`config.mk`:
```
export PLATFORM = sky130hd
export DESIGN_NAME = adcso_lane_out
export DESIGN_NICKNAME = d
export VERILOG_FILES = /design/src/hw/adcso_pkg.sv /design/src/hw/adcso_lane_out.sv
export VERILOG_INCLUDE_DIRS = /design/src /design/src/hw
export SDC_FILE = /design/constraint.sdc
export NUM_CORES = 1
export LEC_CHECK = 0
export BUFFER_PORTS_ARGS = -buffer_cell sky130_fd_sc_hd__buf_2
export CAP_MARGIN = 20
export CORE_MARGIN = 2
export CORE_UTILIZATION = 53
export DETAILED_ROUTE_END_ITERATION = 6
export PLACE_DENSITY = 0.79
export SLEW_MARGIN = 20
export SYNTH_ARGS = -nofsm -noshare
export SYNTH_HDL_FRONTEND = slang
export SYNTH_SLANG_ARGS = --single-unit
```
`constraint.sdc`:
```
create_clock -name ref_clk_i -period 3.6 [get_ports ref_clk_i]
set_clock_uncertainty 0.2 [all_clocks]
set_input_delay 0.18 -clock ref_clk_i [delete_from_list [all_inputs] [get_ports ref_clk_i]]
set_output_delay 0.18 -clock ref_clk_i [all_outputs]
set_load 0.005 [all_outputs]
```
`src/hw/adcso_params.svh`:
```
// timing counts, widths and fixed patterns of the serial output lanes
`ifndef ADCSO_PARAMS_SVH
`define ADCSO_PARAMS_SVH

`define ADCSO_WORD_W 18
`define ADCSO_MSB 17
`define ADCSO_MSB_M1 16
`define ADCSO_CLK_PERIOD_NS 8
`define ADCSO_T_CONV_NS 78
`define ADCSO_CONV_CYC ((`ADCSO_T_CONV_NS + `ADCSO_CLK_PERIOD_NS - 1) / `ADCSO_CLK_PERIOD_NS)
`define ADCSO_CNT_W 5
`define ADCSO_EDGES_ONE 5'h12
`define ADCSO_EDGES_TWO 5'h0A
`define ADCSO_PAT_ONE 18'h281FC
`define ADCSO_PAT_TWO 18'h330FC
`define ADCSO_SYNC_W 4
`define ADCSO_IDX_CNV 0
`define ADCSO_IDX_SCLK 1
`define ADCSO_IDX_DUAL 2
`define ADCSO_IDX_PAT 3
`define ADCSO_FIFO_FULL 2'h2

`endif

```
`src/hw/adcso_pkg.sv`:
```
// types shared by the serial output lane logic
package adcso_pkg;
  typedef enum logic [1:0] {
    ADCSO_IDLE = 2'b00,
    ADCSO_CONV = 2'b01,
    ADCSO_PUSH = 2'b10
  } adcso_conv_e;
  typedef logic [17:0] adcso_word_t;
endpackage : adcso_pkg

```
`src/hw/adcso_lane_out.sv`:
```
// serial result output with one-lane, two-lane and test-pattern modes
`timescale 1ns/10ps
`include "adcso_params.svh"
// Operation
// - dual select enables second lane b
// - dual mode: two bits per edge, lanes together
// - pattern force replaces results with fixed pattern
// - single lane pattern 10 1000 0001 1111 1100
// - dual lane pattern 11 0011 0000 1111 1100
// - msb on lane a before first pulse
// - data changes each clock edge, clock echoed
module adcso_lane_out (
  input wire logic ref_clk_i, // 125 MHz core clock
  input wire logic rst_b_i, // async reset, active low
  input wire logic convert_start_i, // rising edge starts a conversion (pin)
  input wire logic shift_clk_i, // shift clock burst from receiver (pin)
  input wire logic dual_lane_select_i, // high selects two-lane output (pin)
  input wire logic pattern_force_i, // high forces test pattern (pin)
  input wire adcso_pkg::adcso_word_t sample_i, // converter core result, same clock
  output logic lane_a_data_o, // lane a serial data
  output logic lane_b_data_o, // lane b serial data
  output logic lane_b_en_o, // lane b driver enabled
  output logic echoed_clock_out_o // echoed shift clock, edge aligned with data
);
  import adcso_pkg::*;

  // ==========================================================
  // pin synchronisers
  logic [`ADCSO_SYNC_W-1:0] sync1_reg;
  logic [`ADCSO_SYNC_W-1:0] sync2_reg;
  logic [`ADCSO_SYNC_W-1:0] pins;

  assign pins = {pattern_force_i, dual_lane_select_i, shift_clk_i, convert_start_i};

  genvar gi;
  generate
    for (gi = 0; gi < `ADCSO_SYNC_W; gi = gi + 1) begin : g_sync
      always_ff @(posedge ref_clk_i or negedge rst_b_i) begin
        if (!rst_b_i) begin
          sync1_reg[gi] <= 1'b0;
          sync2_reg[gi] <= 1'b0;
        end else begin
          sync1_reg[gi] <= pins[gi];
          sync2_reg[gi] <= sync1_reg[gi];
        end
      end
    end
  endgenerate

  logic cnv_prev_reg;
  logic sclk_prev_reg;
  logic cnv_rise;
  logic sclk_edge;
  logic dual_now;
  logic pat_now;

  assign dual_now = sync2_reg[`ADCSO_IDX_DUAL];
  assign pat_now = sync2_reg[`ADCSO_IDX_PAT];
  assign cnv_rise = sync2_reg[`ADCSO_IDX_CNV] & ~cnv_prev_reg;
  // both edges of the shift clock move the data
  assign sclk_edge = sync2_reg[`ADCSO_IDX_SCLK] ^ sclk_prev_reg;

  always_ff @(posedge ref_clk_i or negedge rst_b_i) begin
    if (!rst_b_i) begin
      cnv_prev_reg <= 1'b0;
      sclk_prev_reg <= 1'b0;
    end else begin
      cnv_prev_reg <= sync2_reg[`ADCSO_IDX_CNV];
      sclk_prev_reg <= sync2_reg[`ADCSO_IDX_SCLK];
    end
  end

  // ==========================================================
  // conversion sequencer
  adcso_conv_e conv_state_reg;
  logic [`ADCSO_CNT_W-1:0] conv_cnt_reg;
  adcso_word_t sample_reg;
  logic fifo_in_ready;
  logic push;
  adcso_word_t push_word;

  assign push = (conv_state_reg == ADCSO_PUSH) && fifo_in_ready;

  // pattern chosen by the lane mode at completion time
  always_comb begin
    if (pat_now) begin
      push_word = dual_now ? `ADCSO_PAT_TWO : `ADCSO_PAT_ONE;
    end else begin
      push_word = sample_reg;
    end
  end

  // a start edge during a conversion is ignored; a full buffer stalls completion
  always_ff @(posedge ref_clk_i or negedge rst_b_i) begin
    if (!rst_b_i) begin
      conv_state_reg <= ADCSO_IDLE;
      conv_cnt_reg <= '0;
      sample_reg <= '0;
    end else begin
      case (conv_state_reg)
        ADCSO_IDLE: begin
          if (cnv_rise) begin
            sample_reg <= sample_i;
            conv_cnt_reg <= '0;
            conv_state_reg <= ADCSO_CONV;
          end
        end
        ADCSO_CONV: begin
          conv_cnt_reg <= conv_cnt_reg + 1'b1;
          if (conv_cnt_reg == `ADCSO_CNT_W'(`ADCSO_CONV_CYC - 1)) begin
            conv_state_reg <= ADCSO_PUSH;
          end
        end
        ADCSO_PUSH: begin
          if (fifo_in_ready) begin
            conv_state_reg <= ADCSO_IDLE;
          end
        end
        default: begin
          conv_state_reg <= ADCSO_IDLE;
        end
      endcase
    end
  end

  // ==========================================================
  // two-entry result buffer
  adcso_word_t fifo_mem [0:1];
  logic fifo_wr_reg;
  logic fifo_rd_reg;
  logic [1:0] fifo_cnt_reg;
  logic fifo_out_valid;
  logic pop;
  logic busy_reg;

  assign fifo_in_ready = (fifo_cnt_reg != `ADCSO_FIFO_FULL);
  assign fifo_out_valid = (fifo_cnt_reg != 2'h0);
  // next word waits until the receiver has drained the current one
  assign pop = fifo_out_valid && !busy_reg;

  always_ff @(posedge ref_clk_i or negedge rst_b_i) begin
    if (!rst_b_i) begin
      fifo_mem[0] <= '0;
      fifo_mem[1] <= '0;
      fifo_wr_reg <= 1'b0;
      fifo_rd_reg <= 1'b0;
      fifo_cnt_reg <= 2'h0;
    end else begin
      if (push) begin
        fifo_mem[fifo_wr_reg] <= push_word;
        fifo_wr_reg <= ~fifo_wr_reg;
      end
      if (pop) begin
        fifo_rd_reg <= ~fifo_rd_reg;
      end
      if (push && !pop) begin
        fifo_cnt_reg <= fifo_cnt_reg + 2'h1;
      end else if (pop && !push) begin
        fifo_cnt_reg <= fifo_cnt_reg - 2'h1;
      end
    end
  end

  // ==========================================================
  // output shifter
  adcso_word_t sr_reg;
  adcso_word_t head;
  logic dual_reg;
  logic [`ADCSO_CNT_W-1:0] edge_cnt_reg;
  logic [`ADCSO_CNT_W-1:0] edge_target;
  logic lane_a_reg;
  logic lane_b_reg;
  logic lane_b_en_reg;
  logic echo_reg;

  assign head = fifo_mem[fifo_rd_reg];
  // dual needs 5 pulses, single 9 pulses: two edges each
  assign edge_target = dual_reg ? `ADCSO_EDGES_TWO : `ADCSO_EDGES_ONE;

  always_ff @(posedge ref_clk_i or negedge rst_b_i) begin
    if (!rst_b_i) begin
      sr_reg <= '0;
      dual_reg <= 1'b0;
      edge_cnt_reg <= '0;
      busy_reg <= 1'b0;
      lane_a_reg <= 1'b0;
      lane_b_reg <= 1'b0;
    end else if (pop) begin
      sr_reg <= head;
      dual_reg <= dual_now;
      edge_cnt_reg <= '0;
      busy_reg <= 1'b1;
      lane_a_reg <= head[`ADCSO_MSB];
      lane_b_reg <= dual_now & head[`ADCSO_MSB_M1];
    end else if (busy_reg && sclk_edge) begin
      edge_cnt_reg <= edge_cnt_reg + 1'b1;
      if (edge_cnt_reg + 1'b1 == edge_target) begin
        busy_reg <= 1'b0;
      end
      if (dual_reg) begin
        sr_reg <= {sr_reg[`ADCSO_MSB-2:0], 2'b00};
        lane_a_reg <= sr_reg[`ADCSO_MSB-2];
        lane_b_reg <= sr_reg[`ADCSO_MSB-3];
      end else begin
        sr_reg <= {sr_reg[`ADCSO_MSB-1:0], 1'b0};
        lane_a_reg <= sr_reg[`ADCSO_MSB-1];
        lane_b_reg <= 1'b0;
      end
    end
  end

  // echo and lane b enable share the data's register stage so edges line up
  always_ff @(posedge ref_clk_i or negedge rst_b_i) begin
    if (!rst_b_i) begin
      echo_reg <= 1'b0;
      lane_b_en_reg <= 1'b0;
    end else begin
      echo_reg <= sync2_reg[`ADCSO_IDX_SCLK];
      lane_b_en_reg <= dual_now;
    end
  end

  assign lane_a_data_o = lane_a_reg;
  assign lane_b_data_o = lane_b_reg;
  assign lane_b_en_o = lane_b_en_reg;
  assign echoed_clock_out_o = echo_reg;

endmodule : adcso_lane_out

```
== Word level (Yosys, flattened, before mapping) ==
Cells that the tools add are included.

* Add/subtract/negate cells: 4
* Order comparisons: 3
* Equality and inequality tests: 8
* Mux-type cells: 31
* Bitwise operators: 8
* Reduce and logical (&&, ||, !) cells: 19

{| class="wikitable"
|+ Operators by type and width
! cell !! number
|-
| two-way mux 18 bit || 5
|-
| two-way mux 17 bit || 4
|-
| bitwise mux 36 bit || 1
|-
| two-way mux 5 bit || 4
|-
| demux 18 bit (select 1 bit) || 1
|-
| adder 5 x 1 -> 5 bit, second input constant || 2
|-
| two-way mux 2 bit || 5
|-
| case mux 5 bit (2 select lines) || 1
|-
| nonzero test 2 bit || 5
|-
| two-way mux 1 bit || 9
|-
| != test 2 bit, second input constant || 4
|-
| logical AND 1 bit || 6
|-
| case mux 2 bit (3 select lines) || 1
|-
| AND reduction 2 bit || 3
|-
| equality test 5 x 4 -> 1 bit, second input constant || 1
|-
| equality test 5 bit || 1
|-
| greater-or-equal comparator 2 bit, second input constant || 2
|-
| NOT 1 -> 2 bit || 2
|-
| zero test 1 bit || 3
|-
| NOT 1 bit || 3
|-
| AND reduction 3 bit || 1
|-
| adder 2 x 1 -> 2 bit, second input constant || 1
|-
| bitwise AND 1 bit || 2
|-
| equality test 2 x 1 -> 1 bit, second input constant || 1
|-
| other kinds (5) || 5
|}

* Bits in registers: 102
* Output and inout bits: 4
* Word-level logic and storage cells: 98

== Depth between registers and ports, before layout ==
Gate-level depths: netlist of the first run.

* Depth after elaboration: 6
* Mapped depth: 8

== Worst setup path before layout of the first run ==
No wires, ideal clock.

* Path kind: reg2reg
* Start point: reg busy_reg
* End point: reg fifo_cnt_reg[1]
* Setup time: 79 ps
* Arrival: 1,648 ps
* Path slack: 1,673 ps
* Stages on the path, launching flop included: 9
* Buffers on the path: 2
* Clock period less this slack: 1,927 ps
* Path through: dfrtp_1 > o21ba_2 > buf_2 > inv_1 > buf_2 > ha_1 > xor2_1 > nor2_1 > xor2_1

* Longest elaborated chain between the ends: 5
* Elaborated cells on any way between the ends: 7
* Those cells by class: mux: 1; reduce/logical: 6

{| class="wikitable"
|+ Ends and longest elaborated chain
! element !! line !! source
|-
| start: declaration || adcso_lane_out.sv:134 || <nowiki>logic busy_reg;</nowiki>
|-
| start signal: assignment || adcso_lane_out.sv:185 || <nowiki>busy_reg <= 1'b0;</nowiki>
|-
| start signal: assignment || adcso_lane_out.sv:192 || <nowiki>busy_reg <= 1'b1;</nowiki>
|-
| start signal: assignment || adcso_lane_out.sv:198 || <nowiki>busy_reg <= 1'b0;</nowiki>
|-
| zero test 1 bit (*) || adcso_lane_out.sv:139 || <nowiki>assign pop = fifo_out_valid && !busy_reg;</nowiki>
|-
| logical AND 1 bit (*) || adcso_lane_out.sv:139 ||
|-
| zero test 1 bit || adcso_lane_out.sv:156 || <nowiki>if (push && !pop) begin</nowiki>
|-
| logical AND 1 bit || adcso_lane_out.sv:156 ||
|-
| two-way mux 2 bit or nonzero test 2 bit (tied branches) || -- ||
|-
| end signal: assignment || adcso_lane_out.sv:157 || <nowiki>fifo_cnt_reg <= fifo_cnt_reg + 2'h1;</nowiki>
|-
| end signal: assignment || adcso_lane_out.sv:159 || <nowiki>fifo_cnt_reg <= fifo_cnt_reg - 2'h1;</nowiki>
|-
| end: declaration || adcso_lane_out.sv:131 || <nowiki>logic [1:0] fifo_cnt_reg;</nowiki>
|}

Every way passes the cells marked *; elsewhere a longest branch is shown, timed or not.
A chain may end at the register's enable or synchronous reset.

== Worst setup path in the final report of the first run ==
* Start point: reg fifo_cnt_reg[0]
* End point: reg fifo_cnt_reg[1]

* Longest elaborated chain between the ends: 5
* Elaborated cells on any way between the ends: 13
* Those cells by class: add/sub: 2; eq/ne: 1; mux: 2; reduce/logical: 8

{| class="wikitable"
|+ Ends and longest elaborated chain
! element
|-
| parallel branches: the longest is 5 deep, another holds subtractor 2 x 1 -> 2 bit
|}

Several ways; the timed one is not identified. The select of a mux whose other input is x is not followed.

==> results of run 1 <==
[final cells by class]
type                            count  area (µm²)  area share (%)
Sequential cell                   102        2550            50.9
Clock buffer                       10         138            2.74
Clock inverter                      6        51.3            1.02
Inverter                            8        30.0           0.599
Timing Repair Buffer               54         398            7.93
Tap cell                          105         131            2.62
Multi-Input combinational cell    286        1710            34.2
[power breakdown]
part,switching [W],internal [W],leakage [nW],total (W)
sequential,0.000311,0.00150,1.31,0.00182
clock,0.000408,0.000282,0.0943,0.000690
combinational,0.000473,0.000417,0.942,0.000890
[kinds of logic after synthesis]
| group | after synthesis | synth area share [%] |
|---|---|---|
| adders and majority gates | 5 | 1.41 |
| and+or+nand+nor | 159 | 15.5 |
| xor gates and xnor gates | 9 | 1.77 |
| buffers and inverters | 31 | 3.97 |
| muxes | 36 | 8.17 |
| DFF | 102 | 57.5 |
| AOI/OAI and AO/OA | 77 | 11.7 |
[layout by cell type (no fill, tap or decap), types with 2 or more instances in the layout]
master and n:
mux2i_1 34, a211oi_1 2, o21ai_1 18, xnor2_1 3, buf_4 5, o221ai_1 13
nand2_1 117, clkbuf_8 10, a221oi_1 3, buf_2 26, a21oi_1 4, dfrtp_1 102
nor4b_1 2, o21ai_2 12, inv_6 4, xor2_1 6, nor2b_1 2, nand4_1 4
dlygate4sd3_1 23, nor2_1 13, nand3_1 10, nor3_1 2, o21ai_0 20, ha_1 5
mux2_2 2, inv_1 7
[worst paths after layout]
| kind | cells after the start | end | from |
|---|---|---|---|
| max in group asynchronous | 3 | fifo_mem[24]$_DFFE_PN0P_ | rst_b_i |
| min in group ref_clk_i | 0 | sync2_reg[0]$_DFF_PN0_ | sync1_reg[0]$_DFF_PN0_ |
| hold / removal | 2 | conv_state_reg[0]$_DFFE_PN0P_ | rst_b_i |
| hold reg to reg | 0 | sync2_reg[0]$_DFF_PN0_ | sync1_reg[0]$_DFF_PN0_ |
| setup reg to reg | 5 | fifo_cnt_reg[1]$_DFFE_PN0P_ | fifo_cnt_reg[0]$_DFFE_PN0P_ |
| setup / recovery | 5 | fifo_cnt_reg[1]$_DFFE_PN0P_ | fifo_cnt_reg[0]$_DFFE_PN0P_ |
[layer usage]
metal	GRT usage, %	vias up	part of all wire, %
li1	-	1510	-
met1	30.1	1547	47
met2	31.7	41	48
met3	4.35	6	3.4
met4	5.60	0	0.84
met5	0	-	0
[synth_stat cells]
| cell type | n |
|---|---|
| nand2_1 | 117 |
| dfrtp_1 | 102 |
| mux2i_1 | 34 |
| o21ai_0 | 20 |
| o21ai_1 | 18 |
| nor2_1 | 13 |
| o221ai_1 | 13 |
| buf_2 | 12 |
| o21ai_2 | 12 |
| nand3_1 | 10 |
| inv_1 | 7 |
| xor2_1 | 6 |
| buf_6 | 5 |
| ha_1 | 5 |
| a21oi_1 | 4 |
| nand4_1 | 4 |
| a221oi_1 | 3 |
| xnor2_1 | 3 |
| a211oi_1 | 2 |
| buf_1 | 2 |
| buf_4 | 2 |
| clkbuf_1 | 2 |
| mux2_2 | 2 |
| nor2b_1 | 2 |
| nor3_1 | 2 |
| nor4b_1 | 2 |
| a21o_1 | 1 |
| a21oi_4 | 1 |
| a31oi_1 | 1 |
| clkinv_1 | 1 |
| nand2_2 | 1 |
| nand2b_1 | 1 |
| nand2b_2 | 1 |
| nor3b_1 | 1 |
| nor4b_4 | 1 |
| nor4bb_1 | 1 |
| o21ba_2 | 1 |
| o21bai_1 | 1 |
| or3_1 | 1 |
| or3b_1 | 1 |
| or4b_1 | 1 |
[worst reg2reg max path, cell delays in order (launching register included)]
cell,delay [ps]
dfrtp_1,450
o21ba_2,310
inv_1,540
ha_1,390
nor2_1,140
xor2_1,170
[stage by stage]
stage	std cells	power (W)
after floorplan	419	0.00246
after global placement	532	0.00265
after detailed placement	532	0.00271
after CTS	571	0.00341
after global routing	571	0.00364
final	571	0.00339
==> key figures, run 1 <==
Pwr
  – Peak VDD IR: 379 µV
  – Static leakage: 2.35 nW
  – Pwr dens: 677 nW/µm²

STA
  – Worst Tran Pin Value: 958 ps
  – Setup TNS: 0 ps
  – Slew Viols, Final: 0
  – Finish-stage setup viols: 0
  – Slew margin rel.: 35.9%
  – RSZ-0062 raised after global routing: no
  – Final worst setup slack: 1330 ps
  – Worst hold slack: 101 ps
  – Final min period: 2270 ps
  – Fin. Hold Viols: 0
  – Final Cycle Share: 63.1%
  – FMAX: 440 MHz

Logic synthesis
  – Cell taking the most area after synthesis: dfrtp_1
  – Synthesized area per cell: 10.6 µm²
  – Post-synth top area share: 57.5%
  – Post-synthesis net count: 448
  – Sequential share of the synthesized area: 57.5%
  – Distinct cells, synth: 41
  – #FFs+latches synth: 102
  – Mapped Area: 4440 µm²
  – Warnings from Yosys: 0
  – Synth area leaders: dfrtp_1 57%, nand2_1 9.9%, mux2i_1 7.7%
  – Synth Instances: 419

Drt
  – Vias: 3,104
  – Drt total wl: 8.31 mm
  – Pre-antenna DRT Iters: 4
  – Drc violations: 0
  – Avg Vias per Cell: 5.44
  – Antenna Nets Post-Route: 0
  – Avg WL per Cell: 14.5 µm
  – DRT iter0 DRCs: 164

Worst setup path
  – CP top delay family: buffers and inverters
  – Flop2flop setup slack: 1330 ps
  – CP bufs+invs: 1
  – Data arrival, critical path: 2360 ps
  – Worst Setup End Kind: flop
  – Crit-path cells: o21ba_2 > inv_1 > ha_1 > nor2_1 > xor2_1
  – Peak fanout along the critical path: 22
  – Crit-path max cell delay: 540 ps
  – Crit path launch type: flop
  – CP max-delay cell: inv_1
  – Worst Setup Path Type: reg -> reg
  – Required @ worst endpoint: 3680 ps

Clocking
  – Clock root buffer: clkbuf_8
  – Num CTS Buffers: 9
  – Num Clock Sinks: 102
  – CTS max path bufs: 2
  – # resized after CTS: 0
  – Hold_buf cts: 23
  – H-Tree Depth: 3
  – Clk_lat worst skew: 370 ps
  – TritonCTS clock tree: yes
  – Reg clk slew, reported paths: 100 ps
  – Post-CTS setup buffers: 0

Job
  – Max cap viols: 0

Outcome
  – Status: finished, final reports clean

Floorplan
  – Core Footprint: 8180 µm²
  – Die area: 9130 µm²
  – Chip width: 95.5 µm
  – I/O Pins: 28
  – Die height: 95.5 µm
  – Initial core utilization: 54.3%
  – # rows: 33

Layout
  – Final net count: 490
  – Final core occ: 61.3%
  – Largest register FFs: 36
  – Share of layout cells above drive strength 1: 14.6%
  – N_diodes: 0
  – P&R area growth vs syn: 12.9%
  – Finished Cell Area: 5010 µm²
  – Fillers: 661

GRT
  – First-pass GRT wire length: 14.5 mm
  – Number of global-route vias before repair: 3,116
  – GRT Util Overall: 20.7%
  – Antenna violations before repair: 0
  – Total grt overflow: 0
  – Largest net degree at the start of global routing: 47

Placement
  – Routability congestion estimate: 0.799
  – IO Port Bufs: 27
  – Placed cell area: 4590 µm²
  – DP HPWL: 5.46 mm
  – Worst slack, placed: 1240 ps

Worst hold path
  – Hold Path Class: in -> async
Power figures use the tool's default switching activity.
==> inputs of run 2 (changes only) <==
- clock period: 3.6 -> 2.25 ns (I/O delays scaled with it)
==> key figures, run 2 (synthesis gave the netlist of run 1 again) <==
Worst setup path
  – Reg2Reg Depth: 6
  – Reg-to-reg critical path endpoint: fifo_cnt_reg[1]$_DFFE_PN0P_
  – CP max-delay cell: dfrtp_1
  – Required @ worst endpoint: 2340 ps
  – Crit-path max cell delay: 470 ps
  – Crit-path cells: o21ba_2 > inv_1 > ha_1 > xor2_1 > nor2_1 > xor2_1
  – Crit path launch type: flop
  – R2r startpoint: busy_reg$_DFFE_PN0P_
  – Worst Setup End Kind: flop
  – Worst Setup Path Type: reg -> reg
  – Most Frequent Cell on Critical Path: xor2_1
  – Data arrival, critical path: 1990 ps
  – Peak fanout along the critical path: 9
  – Flop2flop setup slack: 350 ps

Pwr
  – Psw: 0.00192 W
  – Logic gate share of total power: 27.5%
  – Static leakage: 2.39 nW
  – Sw frac: 35.2%
  – Pwr dens: 1070 nW/µm²
  – Sequential share of power: 53.0%
  – Peak VDD IR: 577 µV
  – Clock power share: 19.5%
  – Pint: 0.00354 W

STA
  – Final Cycle Share: 84.5%
  – FMAX: 526 MHz
  – Setup TNS: 0 ps
  – Finish-stage setup viols: 0
  – Worst Tran Pin Value: 571 ps
  – Final min period: 1900 ps
  – RSZ-0062 raised after global routing: no
  – Slew margin rel.: 61.9%
  – Fin. Hold Viols: 0
  – Slew Viols, Final: 0

Clocking
  – Reg clk slew, reported paths: 100 ps
  – TritonCTS clock tree: yes
  – Num Clock Sinks: 102
  – Num CTS Buffers: 9
  – CTS max path bufs: 2
  – Clock root buffer: clkbuf_8
  – Clk_lat worst skew: 360 ps
  – H-Tree Depth: 3

GRT
  – First-pass GRT wire length: 14.9 mm
  – Largest net degree at the start of global routing: 43
  – Total grt overflow: 0
  – GRT Util Overall: 21.4%
  – Number of global-route vias before repair: 3,154
  – Antenna violations before repair: 0

Floorplan
  – # rows: 33
  – Chip width: 95.5 µm
  – Initial core utilization: 54.3%
  – Die area: 9130 µm²
  – Die height: 95.5 µm
  – I/O Pins: 28
  – Core Footprint: 8180 µm²

Outcome
  – Status: finished, final reports clean

Layout
  – Share of layout cells above drive strength 1: 15.1%
  – P&R area growth vs syn: 14.5%
  – Largest register FFs: 36
  – Leading cell type in the layout, fill and taps excluded: nand2_1
  – Final net count: 496
  – Most frequent cells in the layout: 117 x nand2_1, 102 x dfrtp_1, 34 x mux2i_1, 26 x buf_2, 23 x dlygate4sd3_1
  – Finished Cell Area: 5090 µm²
  – N_diodes: 0

Placement
  – IO Port Bufs: 27
  – Placed cell area: 4680 µm²
  – Routability congestion estimate: 0.821
  – DP HPWL: 5.62 mm

Drt
  – Drc violations: 0
  – Vias: 3,088
  – DRT iter0 DRCs: 77
  – Avg Vias per Cell: 5.36
  – Avg WL per Cell: 14.7 µm
  – Drt total wl: 8.49 mm
  – Antenna Nets Post-Route: 0
  – Pre-antenna DRT Iters: 4

Job
  – Max cap viols: 0

Worst hold path
  – Hold Path Class: in -> async
## run 2: changes by cell type in the layout (fill, tap and decap cells not counted), moves of 2 or more
cell,before,now
buf_12,0,3
clkinv_4,1,3
buf_4,5,8
inv_6,4,2
## run 2: area by class of cell
type | instances | area [µm²]
fill | 671 | 3090
clock buffer | 9 | 124
timing repair buffer | 60 | 480
sequential | 102 | 2550
inverter | 8 | 30.0
tap | 105 | 131
multi-input combinational | 286 | 1710
clock inverter | 6 | 55.1
## run 2: how the worst max path moves through the flow
stage,startpoint,to,depth (start not counted)
5_1_grt,busy_reg$_DFFE_PN0P_,fifo_cnt_reg[1]$_DFFE_PN0P_,6
6_report,busy_reg$_DFFE_PN0P_,fifo_cnt_reg[1]$_DFFE_PN0P_,6
3_5_place_dp,busy_reg$_DFFE_PN0P_,fifo_cnt_reg[1]$_DFFE_PN0P_,6
2_1_floorplan,busy_reg$_DFFE_PN0P_,fifo_cnt_reg[1]$_DFFE_PN0P_,8
3_3_place_gp,busy_reg$_DFFE_PN0P_,fifo_cnt_reg[1]$_DFFE_PN0P_,6
4_1_cts,busy_reg$_DFFE_PN0P_,fifo_cnt_reg[1]$_DFFE_PN0P_,6
## run 2: per-stage QoR
| stage | utilization [%] | cells | setup slack (ps) | hold slack, ps | total power [W] |
|---|---|---|---|---|---|
| 2_1_floorplan | - | 419 | 323 | -383 | 0.00393 |
| 3_3_place_gp | 57.2 | 538 | 496 | -78.0 | 0.00430 |
| 3_5_place_dp | 57.2 | 538 | 367 | -67.9 | 0.00441 |
| 4_1_cts | 62.2 | 576 | 334 | 72.8 | 0.00550 |
| 5_1_grt | 62.2 | 576 | 265 | 95.7 | 0.00587 |
| 6_report | 62.2 | 576 | 348 | 63.0 | 0.00545 |
## run 2: what timing repair did
item	CTS	global route
endpoints found under the hold margin	103	0
hold buffers	23	0
gates resized for setup	0	0
buffers inserted	0	0
## run 2: power by group through the flow
stage	combinational, W	sequential, W	clock (W)
6_report	0.00150	0.00289	0.00106
5_1_grt	0.00172	0.00298	0.00117
4_1_cts	0.00151	0.00289	0.00109
3_5_place_dp	0.00147	0.00293	0
3_3_place_gp	0.00141	0.00289	0
2_1_floorplan	0.00119	0.00274	0
## run 2: worst max-delay path, delay by kind of cell, from the launching register on
kind / cells / cell delay [ps]
fa+ha+maj: 1 / 200
simple gates: 1 / 150
xor+xnor: 2 / 320
flops: 1 / 470
buf+inv: 1 / 100
compound gates: 1 / 400
## run 2: per-layer routing
metal	global-route usage, %	share of wire, %	wire length [µm]	vias to the layer above
li1	-	-	-	1527
met5	0	0	0	-
met4	8.10	1.2	106	0
met1	30.0	46	3920	1494
met3	3.08	2.8	236	12
met2	33.9	50	4220	55
==> inputs of run 3 (changes only) <==
- clock period: 2.25 -> 1.9 ns (I/O delays scaled with it)
==> key figures, run 3 (synthesis gave the netlist of run 1 again) <==
Outcome
  – Status: finished, final reports clean

Worst hold path
  – Hold Path Class: in -> async

Drt
  – Drc violations: 0
  – Avg Vias per Cell: 5.46
  – DRT iter0 DRCs: 204
  – Vias: 3,211
  – Pre-antenna DRT Iters: 4
  – Antenna Nets Post-Route: 0
  – Avg WL per Cell: 15.1 µm
  – Drt total wl: 8.90 mm

Worst setup path
  – Flop2flop setup slack: 140 ps
  – Crit path launch type: flop
  – Crit-path max cell delay: 460 ps
  – R2r startpoint: fifo_cnt_reg[0]$_DFFE_PN0P_
  – Reg2Reg Depth: 5
  – CP top delay family: flip-flops
  – Peak fanout along the critical path: 9
  – CP max-delay cell: dfrtp_1
  – Worst Setup Path Type: reg -> reg
  – Crit-path cells: o21ba_2 > inv_1 > ha_1 > nor2_1 > xor2_1
  – Worst Setup End Kind: flop
  – Required @ worst endpoint: 2000 ps
  – CP bufs+invs: 1
  – Reg-to-reg critical path endpoint: fifo_cnt_reg[1]$_DFFE_PN0P_
  – Data arrival, critical path: 1860 ps

Layout
  – Fillers: 632
  – Reg area: 2550 µm²
  – Final net count: 507
  – Share of layout cells above drive strength 1: 17.0%
  – Multi-input gate area: 1710 µm²
  – Most frequent cells in the layout: 117 x nand2_1, 102 x dfrtp_1, 34 x mux2i_1, 26 x buf_2, 23 x dlygate4sd3_1
  – P&R area growth vs syn: 17.9%
  – Largest register FFs: 36
  – Leading cell type in the layout, fill and taps excluded: nand2_1
  – N_diodes: 0

Pwr
  – Static leakage: 2.47 nW
  – Peak VDD IR: 717 µV
  – Pwr dens: 1300 nW/µm²

STA
  – Final worst setup slack: 140 ps
  – Worst hold slack: 58.5 ps
  – Slew Viols, Final: 0
  – Setup TNS: 0 ps
  – Final Cycle Share: 92.6%
  – Slew margin rel.: 73.8%
  – Finish-stage setup viols: 0
  – Fin. Hold Viols: 0
  – Final min period: 1760 ps
  – Worst Tran Pin Value: 393 ps
  – RSZ-0062 raised after global routing: no
  – FMAX: 568 MHz

Floorplan
  – Die area: 9130 µm²
  – Die height: 95.5 µm
  – I/O Pins: 28
  – # rows: 33
  – Core Footprint: 8180 µm²
  – Chip width: 95.5 µm
  – Initial core utilization: 54.3%

Clocking
  – TritonCTS clock tree: yes
  – Num CTS Buffers: 9
  – Hold_buf cts: 24
  – Clk_lat worst skew: 370 ps
  – # resized after CTS: 0
  – Post-CTS setup buffers: 0
  – Clock root buffer: clkbuf_8
  – H-Tree Depth: 3
  – Num Clock Sinks: 102
  – Reg clk slew, reported paths: 100 ps
  – CTS max path bufs: 2

GRT
  – Total grt overflow: 0
  – Antenna violations before repair: 0
  – Largest net degree at the start of global routing: 52
  – Number of global-route vias before repair: 3,254
  – GRT Util Overall: 22.1%
  – First-pass GRT wire length: 15.4 mm

Placement
  – DP HPWL: 5.80 mm
  – IO Port Bufs: 27
  – Worst slack, placed: 181 ps
  – Routability congestion estimate: 0.777

Job
  – Max cap viols: 0
## run 3: routing by layer
layer  wire (µm)  up-vias  track usage (%)
met4          89        0             5.36
met2        4550       50             36.4
met1        4010     1614             29.9
met5           0        -                0
met3         260        8             5.30
li1            -     1539                -
## run 3: stage by stage
stage	std cells	cell area (µm²)	total power (W)	utilization, %
2_1_floorplan	419	4440	0.00466	-
3_3_place_gp	548	4760	0.00516	58.3
3_5_place_dp	548	4760	0.00529	58.3
4_1_cts	588	5240	0.00686	64.0
5_1_grt	588	5240	0.00730	64.0
6_report	588	5240	0.00683	64.0
## run 3: how the worst max path moves through the flow
stage                                      from                           to  depth (start not counted)
finish              fifo_cnt_reg[0]$_DFFE_PN0P_  fifo_cnt_reg[1]$_DFFE_PN0P_                          5
global route        edge_cnt_reg[0]$_DFFE_PN0P_         busy_reg$_DFFE_PN0P_                          5
CTS                 fifo_cnt_reg[0]$_DFFE_PN0P_  fifo_cnt_reg[1]$_DFFE_PN0P_                          5
detailed placement  fifo_cnt_reg[0]$_DFFE_PN0P_  fifo_cnt_reg[1]$_DFFE_PN0P_                          5
global placement    fifo_cnt_reg[1]$_DFFE_PN0P_     fifo_mem[16]$_DFFE_PN0P_                          5
floorplan                  busy_reg$_DFFE_PN0P_  fifo_cnt_reg[1]$_DFFE_PN0P_                          8
## run 3: final cells by class
class | instances | share of cell area (%)
Clock buffer | 10 | 2.44
Clock inverter | 6 | 1.79
Inverter | 8 | 0.573
Multi-Input combinational cell | 286 | 32.7
Sequential cell | 102 | 48.7
Tap cell | 105 | 2.51
Timing Repair Buffer | 71 | 11.2
## run 3: report_power, final
part | switching (W) | internal (W)
Combinational | 0.00103 | 0.000915
Sequential | 0.000517 | 0.00285
Clock | 0.000759 | 0.000752
## run 3: worst register-to-register path, cell delays in order, from the launching register on
cell,delay [ps]
dfrtp_1,460
o21ba_2,310
inv_1,110
ha_1,330
nor2_1,140
xor2_1,140
